File: src/inc/p51_timing_map.svh
// Timing constants, field positions and reset values of the instruction timing block
// Contract
// - No instruction takes more than eight clock cycles.
// - A taken conditional branch costs exactly one cycle more than not taken.
// - Most instructions spend as many cycles as they have program bytes.
// - Timing counts plain clock cycles, never multi-clock machine cycles.
// - Opcodes keep standard 8051 encoding, addressing, function and flag effects.
// - Data-move writes reach on-chip data RAM or on-chip program flash.
// - No off-chip bus cycles; every access stays on chip.
// - Software reads and writes program flash one byte per access.
// - Accumulator or register arithmetic, inc, dec, pointer increment: one byte, one cycle.
// - Direct-address arithmetic, inc and dec: two bytes, two cycles.
// - Register-indirect arithmetic, inc and dec: one byte, two cycles.
// - Immediate add, add with carry, subtract with borrow: two bytes, two cycles.
// - 109 instructions; one instruction per clock sustained at peak.
// - Debug offers breakpoints, halt, resume, single step, also inside interrupt handlers.
// - Debug uses no user RAM, stack, timers or other user resources.
// - External-data moves via either pointer: one byte, three cycles.
// - Bit-test jump: three bytes, three cycles not taken, four taken.
`ifndef P51_TIMING_MAP_SVH
`define P51_TIMING_MAP_SVH
`define P51_CLK_PERIOD_NS 50
`define P51_MAX_CYCLES 4'h8
`define P51_ACC_CYCLE 4'h2
`define P51_EXT_MOVE_CYCLES 4'h3
`define P51_BIT_JUMP_BYTES 2'h3
`define P51_BIT_JUMP_CYCLES 4'h3
`define P51_OP_HI 7:4
`define P51_OP_LO 3:0
`define P51_LEFT_RST 4'h0
`endif

File: src/inc/p51_pkg.sv
// Types shared by the instruction timing block
package p51_pkg;
  typedef enum logic [1:0] {
    P51_ACC_NONE = 2'b00,
    P51_ACC_XREAD = 2'b01,
    P51_ACC_XWRITE = 2'b10,
    P51_ACC_CODE = 2'b11
  } p51_acc_t;

  typedef enum logic [1:0] {
    P51_DBG_RUN = 2'b00,
    P51_DBG_HALT = 2'b01,
    P51_DBG_STEP = 2'b10
  } p51_dbg_mode_t;

  typedef struct packed {
    logic [1:0] len;
    logic [3:0] cycles;
    logic condBranch;
    p51_acc_t acc;
  } p51_dec_t;

  typedef struct packed {
    p51_dbg_mode_t mode;
    logic skipBp;
  } p51_dbg_st_t;

  typedef struct packed {
    p51_dec_t dec;
    logic [7:0] opc;
    logic [3:0] left;
    logic [3:0] cnt;
    logic opTake;
    logic fetchReq;
    logic instrDone;
    logic takenExtra;
    logic busy;
    logic ramWe;
    logic ramRe;
    logic flashWe;
    logic flashRe;
    logic flashSel;
    logic [15:0] memAddr;
    logic [7:0] memWrData;
    logic halted;
  } p51_core_st_t;
endpackage

File: src/rtl/p51_op_decoder.sv
// Opcode to byte length, base cycle count and access class decoder
`timescale 1ns/1ns
`include "p51_timing_map.svh"
module p51_op_decoder (
  // Opcode in
  input wire logic [7:0] opcode,
  // Decoded timing
  output p51_pkg::p51_dec_t dec
);
  import p51_pkg::*;

  logic [3:0] hi;
  logic [3:0] lo;

  assign hi = opcode[`P51_OP_HI];
  assign lo = opcode[`P51_OP_LO];

  function automatic p51_dec_t mk(input logic [1:0] l, input logic [3:0] c, input logic b);
    mk = '{len: l, cycles: c, condBranch: b, acc: P51_ACC_NONE};
  endfunction

  // Standard column layout of the 8051 map; cycles are the not-taken figure
  always_comb begin
    dec = mk(2'h1, 4'h1, 1'b0);
    if (lo >= 4'h8) begin
      case (hi)
        4'h7, 4'h8, 4'ha: dec = mk(2'h2, 4'h2, 1'b0);
        4'hb: dec = mk(2'h3, 4'h3, 1'b1);
        4'hd: dec = mk(2'h2, 4'h2, 1'b1);
        default: dec = mk(2'h1, 4'h1, 1'b0);
      endcase
    end else if (lo >= 4'h6) begin
      case (hi)
        4'h7, 4'h8, 4'ha: dec = mk(2'h2, 4'h2, 1'b0);
        4'hb: dec = mk(2'h3, 4'h4, 1'b1);
        default: dec = mk(2'h1, 4'h2, 1'b0);
      endcase
    end else begin
      case (lo)
        4'h0: begin
          case (hi)
            4'h0: dec = mk(2'h1, 4'h1, 1'b0);
            4'h1, 4'h2, 4'h3: dec = mk(2'h3, 4'h3, 1'b1);
            4'h4, 4'h5, 4'h6, 4'h7: dec = mk(2'h2, 4'h2, 1'b1);
            4'h8: dec = mk(2'h2, 4'h3, 1'b0);
            4'h9: dec = mk(2'h3, 4'h3, 1'b0);
            4'he, 4'hf: dec = mk(2'h1, 4'h3, 1'b0);
            default: dec = mk(2'h2, 4'h2, 1'b0);
          endcase
        end
        4'h1: dec = mk(2'h2, 4'h3, 1'b0);
        4'h2: begin
          case (hi)
            4'h0, 4'h1: dec = mk(2'h3, 4'h4, 1'b0);
            4'h2, 4'h3: dec = mk(2'h1, 4'h5, 1'b0);
            4'he, 4'hf: dec = mk(2'h1, 4'h3, 1'b0);
            default: dec = mk(2'h2, 4'h2, 1'b0);
          endcase
        end
        4'h3: begin
          case (hi)
            4'h4, 4'h5, 4'h6: dec = mk(2'h3, 4'h3, 1'b0);
            4'h7, 4'h8, 4'h9, 4'he, 4'hf: dec = mk(2'h1, 4'h3, 1'b0);
            default: dec = mk(2'h1, 4'h1, 1'b0);
          endcase
        end
        4'h4: begin
          case (hi)
            4'h2, 4'h3, 4'h4, 4'h5, 4'h6, 4'h7, 4'h9: dec = mk(2'h2, 4'h2, 1'b0);
            4'h8: dec = mk(2'h1, 4'h8, 1'b0);
            4'ha: dec = mk(2'h1, 4'h4, 1'b0);
            4'hb: dec = mk(2'h3, 4'h3, 1'b1);
            default: dec = mk(2'h1, 4'h1, 1'b0);
          endcase
        end
        default: begin
          case (hi)
            4'h7, 4'h8: dec = mk(2'h3, 4'h3, 1'b0);
            4'ha: dec = mk(2'h1, 4'h1, 1'b0);
            4'hb, 4'hd: dec = mk(2'h3, 4'h3, 1'b1);
            default: dec = mk(2'h2, 4'h2, 1'b0);
          endcase
        end
      endcase
    end
    if (lo == 4'h0 || lo == 4'h2 || lo == 4'h3) begin
      if (hi == 4'he) begin
        dec.acc = P51_ACC_XREAD;
      end else if (hi == 4'hf) begin
        dec.acc = P51_ACC_XWRITE;
      end
    end
    if (opcode == 8'h83 || opcode == 8'h93) begin
      dec.acc = P51_ACC_CODE;
    end
  end
endmodule

File: src/rtl/p51_debug_ctl.sv
// Breakpoint, halt, resume and single-step control
`timescale 1ns/1ns
module p51_debug_ctl (
  // Clock and reset
  input wire logic core_clk,
  input wire logic reset,
  input wire logic clkEn,
  // Debug requests
  input wire logic bpEnable,
  input wire logic [15:0] bpAddr,
  input wire logic haltReq,
  input wire logic runReq,
  input wire logic stepReq,
  // Offer from fetch
  input wire logic opValid,
  input wire logic [15:0] opPc,
  input wire logic seqFree,
  // Issue gating
  output logic issueAllow,
  output logic allowNext,
  output logic haltedNext
);
  import p51_pkg::*;

  p51_dbg_st_t r;
  p51_dbg_st_t n;
  logic bpHit;
  logic issue;

  // Only private flops here, so debugging never disturbs user state
  always_comb begin
    bpHit = bpEnable && opValid && (opPc == bpAddr) && !r.skipBp;
    issueAllow = (r.mode != P51_DBG_HALT) && !bpHit;
    issue = seqFree && opValid && issueAllow;
    n = r;
    unique case (r.mode)
      P51_DBG_RUN: begin
        if (haltReq || (seqFree && bpHit)) begin
          n.mode = P51_DBG_HALT;
        end
      end
      P51_DBG_STEP: begin
        if (haltReq || issue) begin
          n.mode = P51_DBG_HALT;
        end
      end
      P51_DBG_HALT: begin
        if (stepReq) begin
          n.mode = P51_DBG_STEP;
          n.skipBp = 1'b1;
        end else if (runReq) begin
          n.mode = P51_DBG_RUN;
          n.skipBp = 1'b1;
        end
      end
      default: n.mode = P51_DBG_HALT;
    endcase
    if (issue) begin
      n.skipBp = 1'b0;
    end
    allowNext = n.mode != P51_DBG_HALT;
    haltedNext = n.mode == P51_DBG_HALT;
  end

  always_ff @(posedge core_clk or posedge reset) begin
    if (reset) begin
      r <= '{mode: P51_DBG_RUN, skipBp: 1'b0};
    end else if (clkEn) begin
      r <= n;
    end
  end
endmodule

File: src/rtl/p51_timing_core.sv
// Instruction sequencer: timing, on-chip memory strobes and debug gating
`timescale 1ns/1ns
`include "p51_timing_map.svh"
module p51_timing_core (
  // Clock and reset
  input wire logic core_clk,
  input wire logic reset,
  input wire logic clkEn,
  // Instruction offer
  input wire logic opValid,
  input wire logic [7:0] opcode,
  input wire logic [15:0] opPc,
  input wire logic branchCond,
  output logic fetchReq,
  output logic opTake,
  // Data move operands
  input wire logic [15:0] dataAddr,
  input wire logic [7:0] dataWrData,
  input wire logic flashWriteSel,
  // On-chip memory strobes
  output logic ramWe,
  output logic ramRe,
  output logic flashWe,
  output logic flashRe,
  output logic [15:0] memAddr,
  output logic [7:0] memWrData,
  // Timing report
  output logic [1:0] instrLen,
  output logic [3:0] baseCycles,
  output logic takenExtra,
  output logic instrDone,
  output logic busy,
  output logic [3:0] doneCycles,
  // Debug
  input wire logic bpEnable,
  input wire logic [15:0] bpAddr,
  input wire logic haltReq,
  input wire logic runReq,
  input wire logic stepReq,
  output logic halted
);
  import p51_pkg::*;

  p51_core_st_t r;
  p51_core_st_t n;
  p51_dec_t decNew;
  logic seqFree;
  logic accept;
  logic issueAllow;
  logic allowNext;
  logic haltedNext;

  p51_op_decoder u_dec (
    .opcode(opcode),
    .dec(decNew)
  );

  p51_debug_ctl u_dbg (
    .core_clk(core_clk),
    .reset(reset),
    .clkEn(clkEn),
    .bpEnable(bpEnable),
    .bpAddr(bpAddr),
    .haltReq(haltReq),
    .runReq(runReq),
    .stepReq(stepReq),
    .opValid(opValid),
    .opPc(opPc),
    .seqFree(seqFree),
    .issueAllow(issueAllow),
    .allowNext(allowNext),
    .haltedNext(haltedNext)
  );

  // Free in the last cycle of an instruction, so one-cycle ops issue back to back
  assign seqFree = r.left == `P51_LEFT_RST;

  always_comb begin
    n = r;
    accept = seqFree && opValid && issueAllow;
    n.opTake = accept;
    n.ramWe = 1'b0;
    n.ramRe = 1'b0;
    n.flashWe = 1'b0;
    n.flashRe = 1'b0;
    if (accept) begin
      n.dec = decNew;
      n.opc = opcode;
      n.cnt = 4'h1;
      // Condition travels with the offer so the total is known at issue
      n.takenExtra = decNew.condBranch && branchCond;
      n.left = decNew.cycles + {3'h0, n.takenExtra} - 4'h1;
      n.memAddr = dataAddr;
      n.memWrData = dataWrData;
      n.flashSel = flashWriteSel;
    end else if (!seqFree) begin
      n.left = r.left - 4'h1;
      n.cnt = r.cnt + 4'h1;
    end
    n.busy = accept || !seqFree;
    n.instrDone = n.busy && (n.left == `P51_LEFT_RST);
    n.fetchReq = (n.left == `P51_LEFT_RST) && allowNext;
    // One strobe per access; nothing leaves the chip
    if (n.busy && n.cnt == `P51_ACC_CYCLE) begin
      case (n.dec.acc)
        P51_ACC_XREAD: n.ramRe = 1'b1;
        P51_ACC_XWRITE: begin
          n.flashWe = n.flashSel;
          n.ramWe = !n.flashSel;
        end
        P51_ACC_CODE: n.flashRe = 1'b1;
        default: n.ramRe = 1'b0;
      endcase
    end
    n.halted = haltedNext;
  end

  always_ff @(posedge core_clk or posedge reset) begin
    if (reset) begin
      r <= '0;
    end else if (clkEn) begin
      r <= n;
    end
  end

  assign fetchReq = r.fetchReq;
  assign opTake = r.opTake;
  assign ramWe = r.ramWe;
  assign ramRe = r.ramRe;
  assign flashWe = r.flashWe;
  assign flashRe = r.flashRe;
  assign memAddr = r.memAddr;
  assign memWrData = r.memWrData;
  assign instrLen = r.dec.len;
  assign baseCycles = r.dec.cycles;
  assign takenExtra = r.takenExtra;
  assign instrDone = r.instrDone;
  assign busy = r.busy;
  assign doneCycles = r.cnt;
  assign halted = r.halted;
endmodule

File: config.mk
export PLATFORM = sky130hd
export DESIGN_NAME = p51_timing_core
export DESIGN_NICKNAME = d
export VERILOG_FILES = /design/src/inc/p51_pkg.sv /design/src/rtl/p51_op_decoder.sv /design/src/rtl/p51_debug_ctl.sv /design/src/rtl/p51_timing_core.sv
export VERILOG_INCLUDE_DIRS = /design/src /design/src/inc
export SDC_FILE = /design/constraint.sdc
export NUM_CORES = 1
export LEC_CHECK = 0
export CAP_MARGIN = 25
export CORE_UTILIZATION = 35
export DETAILED_ROUTE_END_ITERATION = 8
export DONT_BUFFER_PORTS = 1
export RECOVER_POWER = 25
export SYNTH_ARGS = -nofsm -noshare
export SYNTH_HDL_FRONTEND = slang
export SYNTH_HIERARCHICAL = 1
export SYNTH_SLANG_ARGS = --single-unit
File: constraint.sdc
create_clock -name core_clk -period 3.5 [get_ports core_clk]
set_input_delay 0.175 -clock core_clk [delete_from_list [all_inputs] [get_ports core_clk]]
set_output_delay 0.175 -clock core_clk [all_outputs]
set_load 0.005 [all_outputs]
After elaboration in Yosys (flattened, before gate mapping). Memory sizes are Yosys's and may differ from the RTL's. Cells that the tools add are included.

Bits in registers: 62. Bits in latches: 0. Memory bits (writable): 0. Bits in read-only memories: 224. Input port bits: 74. Memories kept: 3.

Memories: (name not given) (words 16, width 7, read ports 1, clocked after memory_dff 0, wr ports 0, line p51_op_decoder.sv:68) `case (hi)`; (name not given) (words 16, width 5, read ports 1, clocked after memory_dff 0, wr ports 0, line p51_op_decoder.sv:41) `case (hi)`; (name not given) (words 16, width 2, read ports 1, clocked after memory_dff 0, wr ports 0, line p51_op_decoder.sv:61) `case (hi)`.

Add/subtract/negate cells: 4. Multipliers: 0. Divide/modulo/power cells: 0. $lt $le $gt $ge: 2. Eq/ne operators: 26. Shift-type cells: 0. Multiplexer cells: 27. Bitwise gates (word level): 0. Reduce and logical (&&, ||, !) cells: 36.

Operators with widths (count): $pmux W9 S3 (3); $pmux W9 S5 (1); $mux W25 (1); $eq A4 B4 Y1 const B (6); $eq A4 B2 Y1 const B (5); $mux W9 (2); $pmux W9 S2 (1); $eq A16 B16 Y1 (1); $eq A8 B8 Y1 const B (2); $logic_not A4 Y1 (4); $mux W8 (2); $mux W2 (6); $logic_and A1 B1 Y1 (11); $mux W10 (1); $reduce_or A2 Y1 (5); $eq A4 B1 Y1 const B (2); $eq A4 B3 Y1 const B (2); $sub A4 B1 Y4 const B (2); $eq A2 B1 Y1 const B (3); $eq A2 B2 Y1 const B (3); $logic_or A1 B1 Y1 (6); $mux W1 (6); $mux W3 (2); $pmux W2 S3 (1); 13 further kinds (17).

Longest topological paths before layout. Gate-level depths: netlist (run 1).

Depth in word-level cells: 14. Gate-level depth with buffers: 15. Mapped depth without buffers: 14.

Cells and area by module. The synthesis (run 1) kept the hierarchy.

By module, submodules not included: p51_timing_core (times used 1, cells each 225, area an instance 2536.2 µm²); p51_op_decoder (times used 1, cells each 110, area an instance 659.4 µm²); p51_debug_ctl (times used 1, cells each 50, area an instance 442.9 µm²).

Worst setup path before layout (run 1). No wires, ideal clock.

Kind: input port to flip-flop. Start point: input port opcode[6]. End point: register r[42] in the netlist's numbering. Data arrival time: 2.516 ns. Required time: 3.375 ns. Path slack: 0.859 ns. Stages on the path: 13. Path buffers: 1. Cells stage by stage: clkbuf_1 -> inv_1 -> ha_1 -> nor4b_1 -> a2111oi_0 -> o211ai_1 -> a22o_1 -> inv_1 -> ha_1 -> nor3b_1 -> xnor2_1 -> o21ai_0 -> mux2_2.

RTL lines: from (decl) (line p51_timing_core.sv:11) `input wire logic [7:0] opcode,`; to (signal assigned) (line p51_timing_core.sv:122) `r <= n;`; to (decl) (line p51_timing_core.sv:44) `p51_core_st_t r;`.

Worst setup path in the final report (run 1).
Start point: register u_dbg/r[0] in the netlist's numbering. End point: register r, in the netlist busy.

Longest elaborated chain between the ends: 6.

Ends and longest elaborated chain: from (decl) (line p51_debug_ctl.sv:25) `p51_dbg_st_t r;`; from (signal assigned) (line p51_debug_ctl.sv:67) `r <= '{mode: P51_DBG_RUN, skipBp: 1'b0};`; from (signal assigned) (line p51_debug_ctl.sv:69) `r <= n;`; $logic_not A1 Y1 (line p51_debug_ctl.sv:32) `bpHit = bpEnable && opValid && (opPc == bpAddr) && !r.skipBp;`; $logic_and A1 B1 Y1 (line p51_debug_ctl.sv:32); $logic_not A1 Y1 (line p51_debug_ctl.sv:33) `issueAllow = (r.mode != P51_DBG_HALT) && !bpHit;`; $logic_and A1 B1 Y1 (line p51_debug_ctl.sv:33); via issueAllow (line p51_timing_core.sv:49) `logic issueAllow;`; $logic_and A1 B1 Y1 (line p51_timing_core.sv:80) `accept = seqFree && opValid && issueAllow;`; $logic_or A1 B1 Y1 (line p51_timing_core.sv:100) `n.busy = accept || !seqFree;`.

The timed path passes the listed nets, and every way through them passes these cells. A chain may end at the register's enable or synchronous reset.

==> flow_metrics.py, run 1 <==
metrics = {
    "timing": {
        "fin_worst_skew_ns": 0.00671,
        "fmax_mhz": 399,
        "rsz0062_at_grt": "false",
        "finalSetupViolations": 0,
        "hold_violations": 0,
        "tns_ns": 0,
        "tightest_slew_ns": 0.974,
        "fin_crit_sh_pct": 71.6,
        "maxSlewViolCount": 0,
        "fin_crit_ns": 2.51,
        "hold_slack_ns": 0.0180,
        "timing.slew.headroom_pct": 35.0,
    },
    "hold_path": {
        "holdPathStages": 1,
        "hold_path.class": "input port to flop",
    },
    "drt": {
        "drt_pass1_iterations": 4,
        "vias": 2710,
        "wl_per_cell_um": 16.0,
        "drt-total-wl_um": 7880,
        "routed_via_density": 5.52,
        "drt_iter0_drc": 181,
        "drtAntennaViolNets": 0,
        "route.detailed.drc": 0,
    },
    "clock_network": {
        "cts_root_buf": "clkbuf_8",
        "ctsHoldBuffers": 15,
        "clkTransAtPathRegs_ns": 0.10,
        "clk_latency_ns": 0.30,
        "clock_sinks": 54,
        "h-tree-depth": 2,
        "cts_tree": "done",
        "cts_made_buffers": 5,
        "post-cts-setup-buffers": 0,
        "max-clock-path-buffers": 2,
        "post_cts_resized": 0,
    },
    "grt": {
        "grt_max_degree": 40,
        "antenna_found_initial": 0,
        "grt_usage_pct": 14.8,
        "grt_pass1_vias": 2679,
        "grt_first_pass_wirelength_um": 13200,
        "gr-total-overflow": 0,
    },
    "power": {
        "p_leak_nw": 1.59,
        "p_per_area_mw_per_mm2": 517,
        "peakVddDrop_mv": 0.174,
    },
    "floorplanning": {
        "die-area_sq_mm": 0.0108,
        "ios": 118,
        "core_area_sq_mm": 0.00991,
        "die_w_um": 104,
        "core.rowCount": 36,
        "die-height_um": 104,
        "initial_utilization_pct": 36.7,
    },
    "yosys": {
        "synthArstFlopShare_pct": 100,
        "synth_edf_count": 0,
        "syn_avg_cell_area_sq_um": 9.45,
        "netlist_area_sq_mm": 0.00364,
        "yosysSeqAreaShare_pct": 37.1,
        "ys_seq_elements": 54,
        "yosysWarnings": 6,
        "synthCells": 385,
        "synth.distinct_cells": 64,
        "syn_nets": 466,
        "synth-main-ff-cell": "dfrtp_1",
    },
    "place": {
        "portBuffers": 0,
        "place_hpwl_um": 5760,
        "gp_routability_congestion": 0.834,
    },
    "finish": {
        "layout_commonest_cell": "dfrtp_1",
        "nFillCells": 979,
        "multi_input_area_sq_mm": 0.00183,
        "fin_util_pct": 37.7,
        "layout.area.seq_sq_mm": 0.00135,
        "final_cell_mix": "dfrtp_1 (54), mux2_2 (31), o21ai_0 (25), nand2_1 (25), inv_1 (24)",
        "area_growth_pct": 2.75,
        "nets": 438,
        "final_layout_size_suffix_gt1_share_pct": 14.8,
        "antennaDiodeCount": 0,
    },
    "critical_path": {
        "critPathRequiredTime_ns": 3.65,
        "path_class": "flop to flop",
        "crit_path_end_kind": "flop",
        "r2r_cells": 7,
        "arrival_ns": 2.65,
        "critPathMaxFanout": 6,
        "cp-start-kind": "flop",
    },
    "job": {
        "maxCapViolations": 0,
    },
    "outcome": {
        "status": "finished, final reports clean",
    },
}
## final timing paths
| kind | slack [ns] | end | from |
|---|---|---|---|
| max | 0.99 | busy | u_dbg/r[0] |
| min | 0.02 | memAddr[10] | dataAddr[10] |
| max reg2reg | 0.99 | busy | u_dbg/r[0] |
| min reg2reg | 0.51 | ramRe | r[52] |
| max in group asynchronous | 2.28 | r[40] | reset |
| min in group asynchronous | 0.19 | u_dbg/r[0] | reset |
## through the flow
step | power (mW) | std cells | instance area (sq um) | setup WS [ns]
after floorplan | 1.60 | 385 | 3640 | 0.859
final | 1.93 | 491 | 3740 | 0.994
after global routing | 2.07 | 491 | 3740 | 0.840
after CTS | 1.96 | 489 | 3720 | 0.996
after detailed placement | 1.56 | 466 | 3470 | 0.846
after global placement | 1.54 | 465 | 3450 | 0.907
## state kept, by name, summed over array words and instances (netlist names), 2 cells and up
register    flops
memAddr        16
memWrData       8
r               7
baseCycles      4
doneCycles      4
u_dbg/r         3
instrLen        2
## report_power, final
| part | total (mW) | switching, mW | internal [mW] |
|---|---|---|---|
| Combinational | 0.573 | 0.281 | 0.292 |
| Clock | 0.371 | 0.207 | 0.163 |
| Sequential | 0.988 | 0.181 | 0.806 |
| Total | 1.93 | 0.670 | 1.26 |
## Yosys cell counts (all sizes together), types with 7 or more instances
cell type | n | area [sq um]
a21oi | 17 | 92.6
buf | 42 | 314
clkbuf | 11 | 41.3
dfrtp | 54 | 1350
ha | 7 | 87.6
inv | 25 | 93.8
mux2 | 32 | 364
nand2 | 25 | 93.8
nand2b | 8 | 57.6
nand3 | 12 | 77.6
nor2 | 17 | 63.8
nor3 | 9 | 56.3
o21ai | 27 | 135
xnor2 | 14 | 123
## final cells by class
| type | count | share of cell area [%] |
|---|---|---|
| multi-input combinational | 252 | 48.9 |
| sequential | 54 | 36.1 |
| timing repair buffer | 18 | 5.09 |
| tap | 133 | 4.45 |
| inverter | 26 | 2.74 |
| clock buffer | 6 | 2.21 |
| clock inverter | 2 | 0.435 |
## cell families (layout without fill, tap and decap cells)
group                    Yosys count  in the layout  synth area share, %
buffers and inverters             79             52                 12.6
AND/OR/NAND/NOR                  108            108                 17.3
AO/OA/AOI/OAI                     84             84                 15.5
adder cells (fa/ha/maj)            7              7                 2.41
flip-flops                        54             54                 37.1
XOR/XNOR                          19             19                 4.57
multiplexers                      34             34                 10.6
## per-layer routing
layer | global-route usage [%] | vias up | share of wire (%) | wire length (um)
met4 | 5.82 | 0 | 2.0 | 159
met5 | 0 | - | 0 | 0
met1 | 18.7 | 1340 | 45 | 3580
met2 | 25.0 | 69 | 48 | 3800
li1 | - | 1287 | - | -
met3 | 2.76 | 14 | 4.3 | 339
## critical path, cell delays in order (launching register included)
cell and delay [ns]:
dfrtp_1 0.40, inv_1 0.07, nand4_1 0.14, nor4_4 0.45
a21oi_1 0.20, and2_1 0.26, o21ai_0 0.64, o21ai_0 0.18
(Power assumes the default switching activity.)
==> inputs of run 2 (changes only) <==
==> constraint.sdc (replaced) <==
create_clock -name core_clk -period 2.2 [get_ports core_clk]
set_input_delay 0.11 -clock core_clk [delete_from_list [all_inputs] [get_ports core_clk]]
set_output_delay 0.11 -clock core_clk [all_outputs]
set_load 0.005 [all_outputs]
==> flow_metrics.py, run 2 (synthesis gave the netlist of run 1 again) <==
metrics = {
    "clock_network": {
        "cts_root_buf": "clkbuf_8",
        "h-tree-depth": 2,
        "cts_tree": "done",
        "cts_made_buffers": 5,
        "clkTransAtPathRegs_ns": 0.11,
        "max-clock-path-buffers": 2,
        "clk_latency_ns": 0.31,
        "clock_sinks": 54,
    },
    "grt": {
        "grt_usage_pct": 15.7,
        "grt_pass1_vias": 2656,
        "grt_max_degree": 38,
        "antenna_found_initial": 0,
        "grt_first_pass_wirelength_um": 13800,
        "gr-total-overflow": 0,
    },
    "timing": {
        "fin_crit_sh_pct": 95.9,
        "tightest_slew_ns": 0.778,
        "fin_worst_skew_ns": 0.0125,
        "hold_violations": 0,
        "fin_crit_ns": 2.11,
        "hold_slack_ns": 0.0255,
        "fmax_mhz": 474,
        "maxSlewViolCount": 0,
        "finalSetupViolations": 0,
        "timing.slew.headroom_pct": 48.1,
    },
    "critical_path": {
        "critPathMaxFanout": 11,
        "cp-start-kind": "flop",
        "arrival_ns": 2.26,
        "regToRegSetupSlack_ns": 0.09,
        "r2r_cells": 9,
        "critPathLaunch": "r[39]",
        "rr_endpoint": "fetchReq",
        "critPathRequiredTime_ns": 2.35,
        "crit_path_end_kind": "flop",
        "path_class": "flop to flop",
        "rr_startpoint": "r[39]",
    },
    "power": {
        "total_power_mw": 3.34,
        "p_leak_nw": 1.82,
        "peakVddDrop_mv": 0.246,
        "p_per_area_mw_per_mm2": 790,
    },
    "place": {
        "portBuffers": 0,
        "place_area_sq_mm": 0.00373,
        "gp_routability_congestion": 0.859,
        "place_hpwl_um": 6140,
    },
    "floorplanning": {
        "die-height_um": 104,
        "die_w_um": 104,
        "core_area_sq_mm": 0.00991,
        "initial_utilization_pct": 36.7,
        "die-area_sq_mm": 0.0108,
        "core.rowCount": 36,
        "ios": 118,
    },
    "drt": {
        "route.detailed.drc": 0,
        "drt_pass1_iterations": 4,
        "wl_per_cell_um": 16.1,
        "routed_via_density": 5.28,
        "vias": 2817,
        "drt-total-wl_um": 8580,
        "drtAntennaViolNets": 0,
        "drt_iter0_drc": 144,
    },
    "finish": {
        "final_layout_size_suffix_gt1_share_pct": 25.4,
        "antennaDiodeCount": 0,
        "layout.area.seq_sq_mm": 0.00135,
        "layout_commonest_cell": "dfrtp_1",
        "nFillCells": 954,
        "largest_reg_flops": 16,
        "final_cell_mix": "dfrtp_1 (53), mux2_2 (31), dlygate4sd3_1 (30), buf_4 (29), nand2_1 (25)",
        "area_growth_pct": 16.2,
        "nets": 481,
        "multi_input_area_sq_mm": 0.00193,
        "fin_area_sq_mm": 0.00423,
    },
    "hold_path": {
        "min_to": "u_dbg/r[2]",
        "hold_path.class": "input port to flop",
        "hold_start": "clkEn",
        "holdPathStages": 2,
    },
    "outcome": {
        "status": "finished, final reports clean",
    },
    "job": {
        "maxCapViolations": 0,
    },
}
-- run 2: cell types whose count changed in the layout (fill, tap and decap cells not counted), sizes merged --
cell	change
buf	+30
bufinv	+1
clkinvlp	-1
dlygate4sd3	+13
-- run 2: layout make-up --
| class | count | area share [%] |
|---|---|---|
| Tap cell | 133 | 3.93 |
| Multi-Input combinational cell | 252 | 45.6 |
| Timing Repair Buffer | 61 | 13.2 |
| Clock buffer | 6 | 1.95 |
| Clock inverter | 2 | 0.917 |
| Inverter | 26 | 2.43 |
| Sequential cell | 54 | 32.0 |
-- run 2: routing by layer --
| metal | global-route usage, % | vias up | wire length, um |
|---|---|---|---|
| li1 | - | 1368 | - |
| met1 | 20.2 | 1365 | 3590 |
| met2 | 26.5 | 78 | 4340 |
| met3 | 3.70 | 6 | 554 |
| met4 | 3.98 | 0 | 87 |
| met5 | 0 | - | 0 |
-- run 2: worst max path at each step --
stage	to	slack, ns	depth (start not counted)
after global placement	instrDone	-0.19	11
after floorplan	instrDone	-0.18	12
after global routing	instrDone	-0.001	12
after CTS	fetchReq	0.02	9
final	fetchReq	0.09	9
after detailed placement	instrDone	-0.29	11
-- run 2: repair_timing --
item,4_1_cts,5_1_grt
resized for setup,0,16
buffers inserted,0,1
hold buffers,30,0
setup endpoints to repair,0,34
endpoints found under the hold margin,81,0
-- run 2: through the flow --
stage,setup slack [ns],TNS (ns),utilization [%],cells
after floorplan,-0.179,-0.454,-,385
after global placement,-0.194,-0.658,37.6,495
after detailed placement,-0.291,-0.815,37.6,495
after CTS,0.0205,0,41.9,533
after global routing,-0.00117,-0.00117,42.7,534
final,0.0897,0,42.7,534
-- run 2: worst max-delay path, stage by stage (launching register included) --
cell and delay (ns):
dfrtp_2 0.45, inv_1 0.07, ha_2 0.21, or3b_4 0.41, clkinv_4 0.11, nand2_1 0.09, a211o_2 0.30, and3_1 0.16
inv_1 0.05, o32ai_1 0.09
-- run 2: where the power goes --
part	internal, mW	switching, mW	leakage (nW)
clock	0.375	0.338	0.0618
sequential	1.28	0.294	0.696
combinational	0.565	0.483	1.06
==> inputs of run 3 (changes only) <==
--- a/config.mk
+++ b/config.mk
@@ -8,9 +8,11 @@
 export LEC_CHECK = 0
 export CAP_MARGIN = 25
 export CORE_UTILIZATION = 35
+export CTS_CLUSTER_DIAMETER = 60
 export DETAILED_ROUTE_END_ITERATION = 8
 export DONT_BUFFER_PORTS = 1
 export RECOVER_POWER = 25
+export SETUP_SLACK_MARGIN = 0.15
 export SYNTH_ARGS = -nofsm -noshare
 export SYNTH_HDL_FRONTEND = slang
 export SYNTH_HIERARCHICAL = 1
==> flow_metrics.py, run 3 (synthesis gave the netlist of run 1 again) <==
metrics = {
    "outcome": {
        "status": "finished, final reports clean",
    },
    "drt": {
        "routed_via_density": 5.36,
        "drt_pass1_iterations": 4,
        "drt-total-wl_um": 9380,
        "vias": 2903,
        "wl_per_cell_um": 17.3,
        "drt_iter0_drc": 149,
        "drtAntennaViolNets": 0,
        "route.detailed.drc": 0,
    },
    "floorplanning": {
        "ios": 118,
        "initial_utilization_pct": 36.7,
        "core.rowCount": 36,
        "die-area_sq_mm": 0.0108,
        "die-height_um": 104,
        "core_area_sq_mm": 0.00991,
        "die_w_um": 104,
    },
    "timing": {
        "maxSlewViolCount": 0,
        "fin_crit_sh_pct": 97.7,
        "tightest_slew_ns": 0.882,
        "hold_violations": 0,
        "fin_worst_skew_ns": 0.00640,
        "fin_crit_ns": 2.15,
        "fmax_mhz": 465,
        "hold_slack_ns": 0.0324,
        "finalSetupViolations": 0,
        "timing.slew.headroom_pct": 41.1,
        "fin_ws_ns": 0.0515,
        "rsz0062_at_grt": "true",
        "tns_ns": 0,
    },
    "clock_network": {
        "h-tree-depth": 2,
        "cts_root_buf": "clkbuf_8",
        "clock_sinks": 54,
        "clkTransAtPathRegs_ns": 0.10,
        "cts_made_buffers": 5,
        "max-clock-path-buffers": 2,
        "cts_tree": "done",
        "clk_latency_ns": 0.30,
    },
    "place": {
        "place_area_sq_mm": 0.00370,
        "place_hpwl_um": 6040,
        "portBuffers": 0,
        "gp_routability_congestion": 0.839,
        "place_ws_ns": -0.309,
    },
    "critical_path": {
        "critPathRequiredTime_ns": 2.40,
        "critPathMaxFanout": 15,
        "path_class": "input port to flop",
        "cp-start-kind": "input port",
        "crit_path_end_kind": "flop",
        "arrival_ns": 2.35,
    },
    "power": {
        "p_per_area_mw_per_mm2": 757,
        "p_leak_nw": 1.98,
        "peakVddDrop_mv": 0.283,
    },
    "grt": {
        "antenna_found_initial": 0,
        "grt_usage_pct": 15.2,
        "grt_max_degree": 40,
        "grt_first_pass_wirelength_um": 13400,
        "gr-total-overflow": 0,
        "grt_pass1_vias": 2742,
    },
    "finish": {
        "fin_area_sq_mm": 0.00440,
        "nets": 490,
        "area_growth_pct": 21.0,
        "final_layout_size_suffix_gt1_share_pct": 25.7,
        "final_cell_mix": "dfrtp_1 (54), buf_4 (32), dlygate4sd3_1 (31), mux2_4 (30), nand2_1 (24)",
        "fin_util_pct": 44.4,
        "largest_reg_flops": 16,
        "nFillCells": 955,
        "layout_commonest_cell": "dfrtp_1",
        "antennaDiodeCount": 0,
    },
    "job": {
        "maxCapViolations": 0,
    },
    "hold_path": {
        "hold_path.class": "input port to flop",
    },
}
run 3: final timing paths:
check | slack, ns | from | endpoint | cells past startpoint
max reg2reg | 0.12 | u_dbg/r[0] | memWrData[3] | 8
min reg2reg | 0.53 | r[39] | r[39] | 1
min | 0.03 | clkEn | u_dbg/r[0] | 2
max in group asynchronous | 1.01 | reset | memAddr[12] | 3
min in group asynchronous | 0.12 | reset | u_dbg/r[2] | 2
max | 0.05 | opcode[3] | instrDone | 11
run 3: critical path, stage by stage:
cell	delay [ns]
or4b_4	0.55
o22a_1	0.21
o211ai_1	0.17
a22o_1	0.17
inv_2	0.05
ha_4	0.16
ha_4	0.25
nand4_1	0.08
a21oi_1	0.16
o211ai_1	0.14
o32ai_1	0.31
run 3: report_power, final:
group          internal, mW  switching (mW)  total, mW
registers              1.28           0.297       1.58
clock network         0.218           0.313      0.531
logic                 0.694           0.527       1.22
total                  2.20            1.14       3.33
run 3: metrics by stage:
stage | cells | total power [mW]
floorplan | 385 | 2.57
global placement | 493 | 2.50
detailed placement | 493 | 2.54
CTS | 531 | 3.13
global route | 542 | 3.56
finish | 542 | 3.33
run 3: layer usage:
metal	share of wire, %	up-vias	wire [um]	global-route usage [%]
li1	-	1383	-	-
met1	42	1404	3980	18.6
met2	50	112	4720	26.9
met3	6.6	4	623	3.45
met4	0.54	0	51	3.78
met5	0	-	0	0
run 3: area by class of cell:
class / count / area (sq um) / share of cell area [%]
Tap cell: 133 / 166 / 3.78
Timing Repair Buffer: 70 / 683 / 15.5
Inverter: 26 / 105 / 2.39
Multi-Input combinational cell: 252 / 2010 / 45.7
Clock inverter: 2 / 15.0 / 0.341
Clock buffer: 5 / 68.8 / 1.56
Sequential cell: 54 / 1350 / 30.7
run 3: repair_timing:
item,CTS,global route
hold buffers,31,0
gates resized for setup,1,47
setup endpoints to repair,32,43
hold endpoints to repair,65,0
pin swaps,1,14
buffers inserted,0,5
gates cloned,0,6
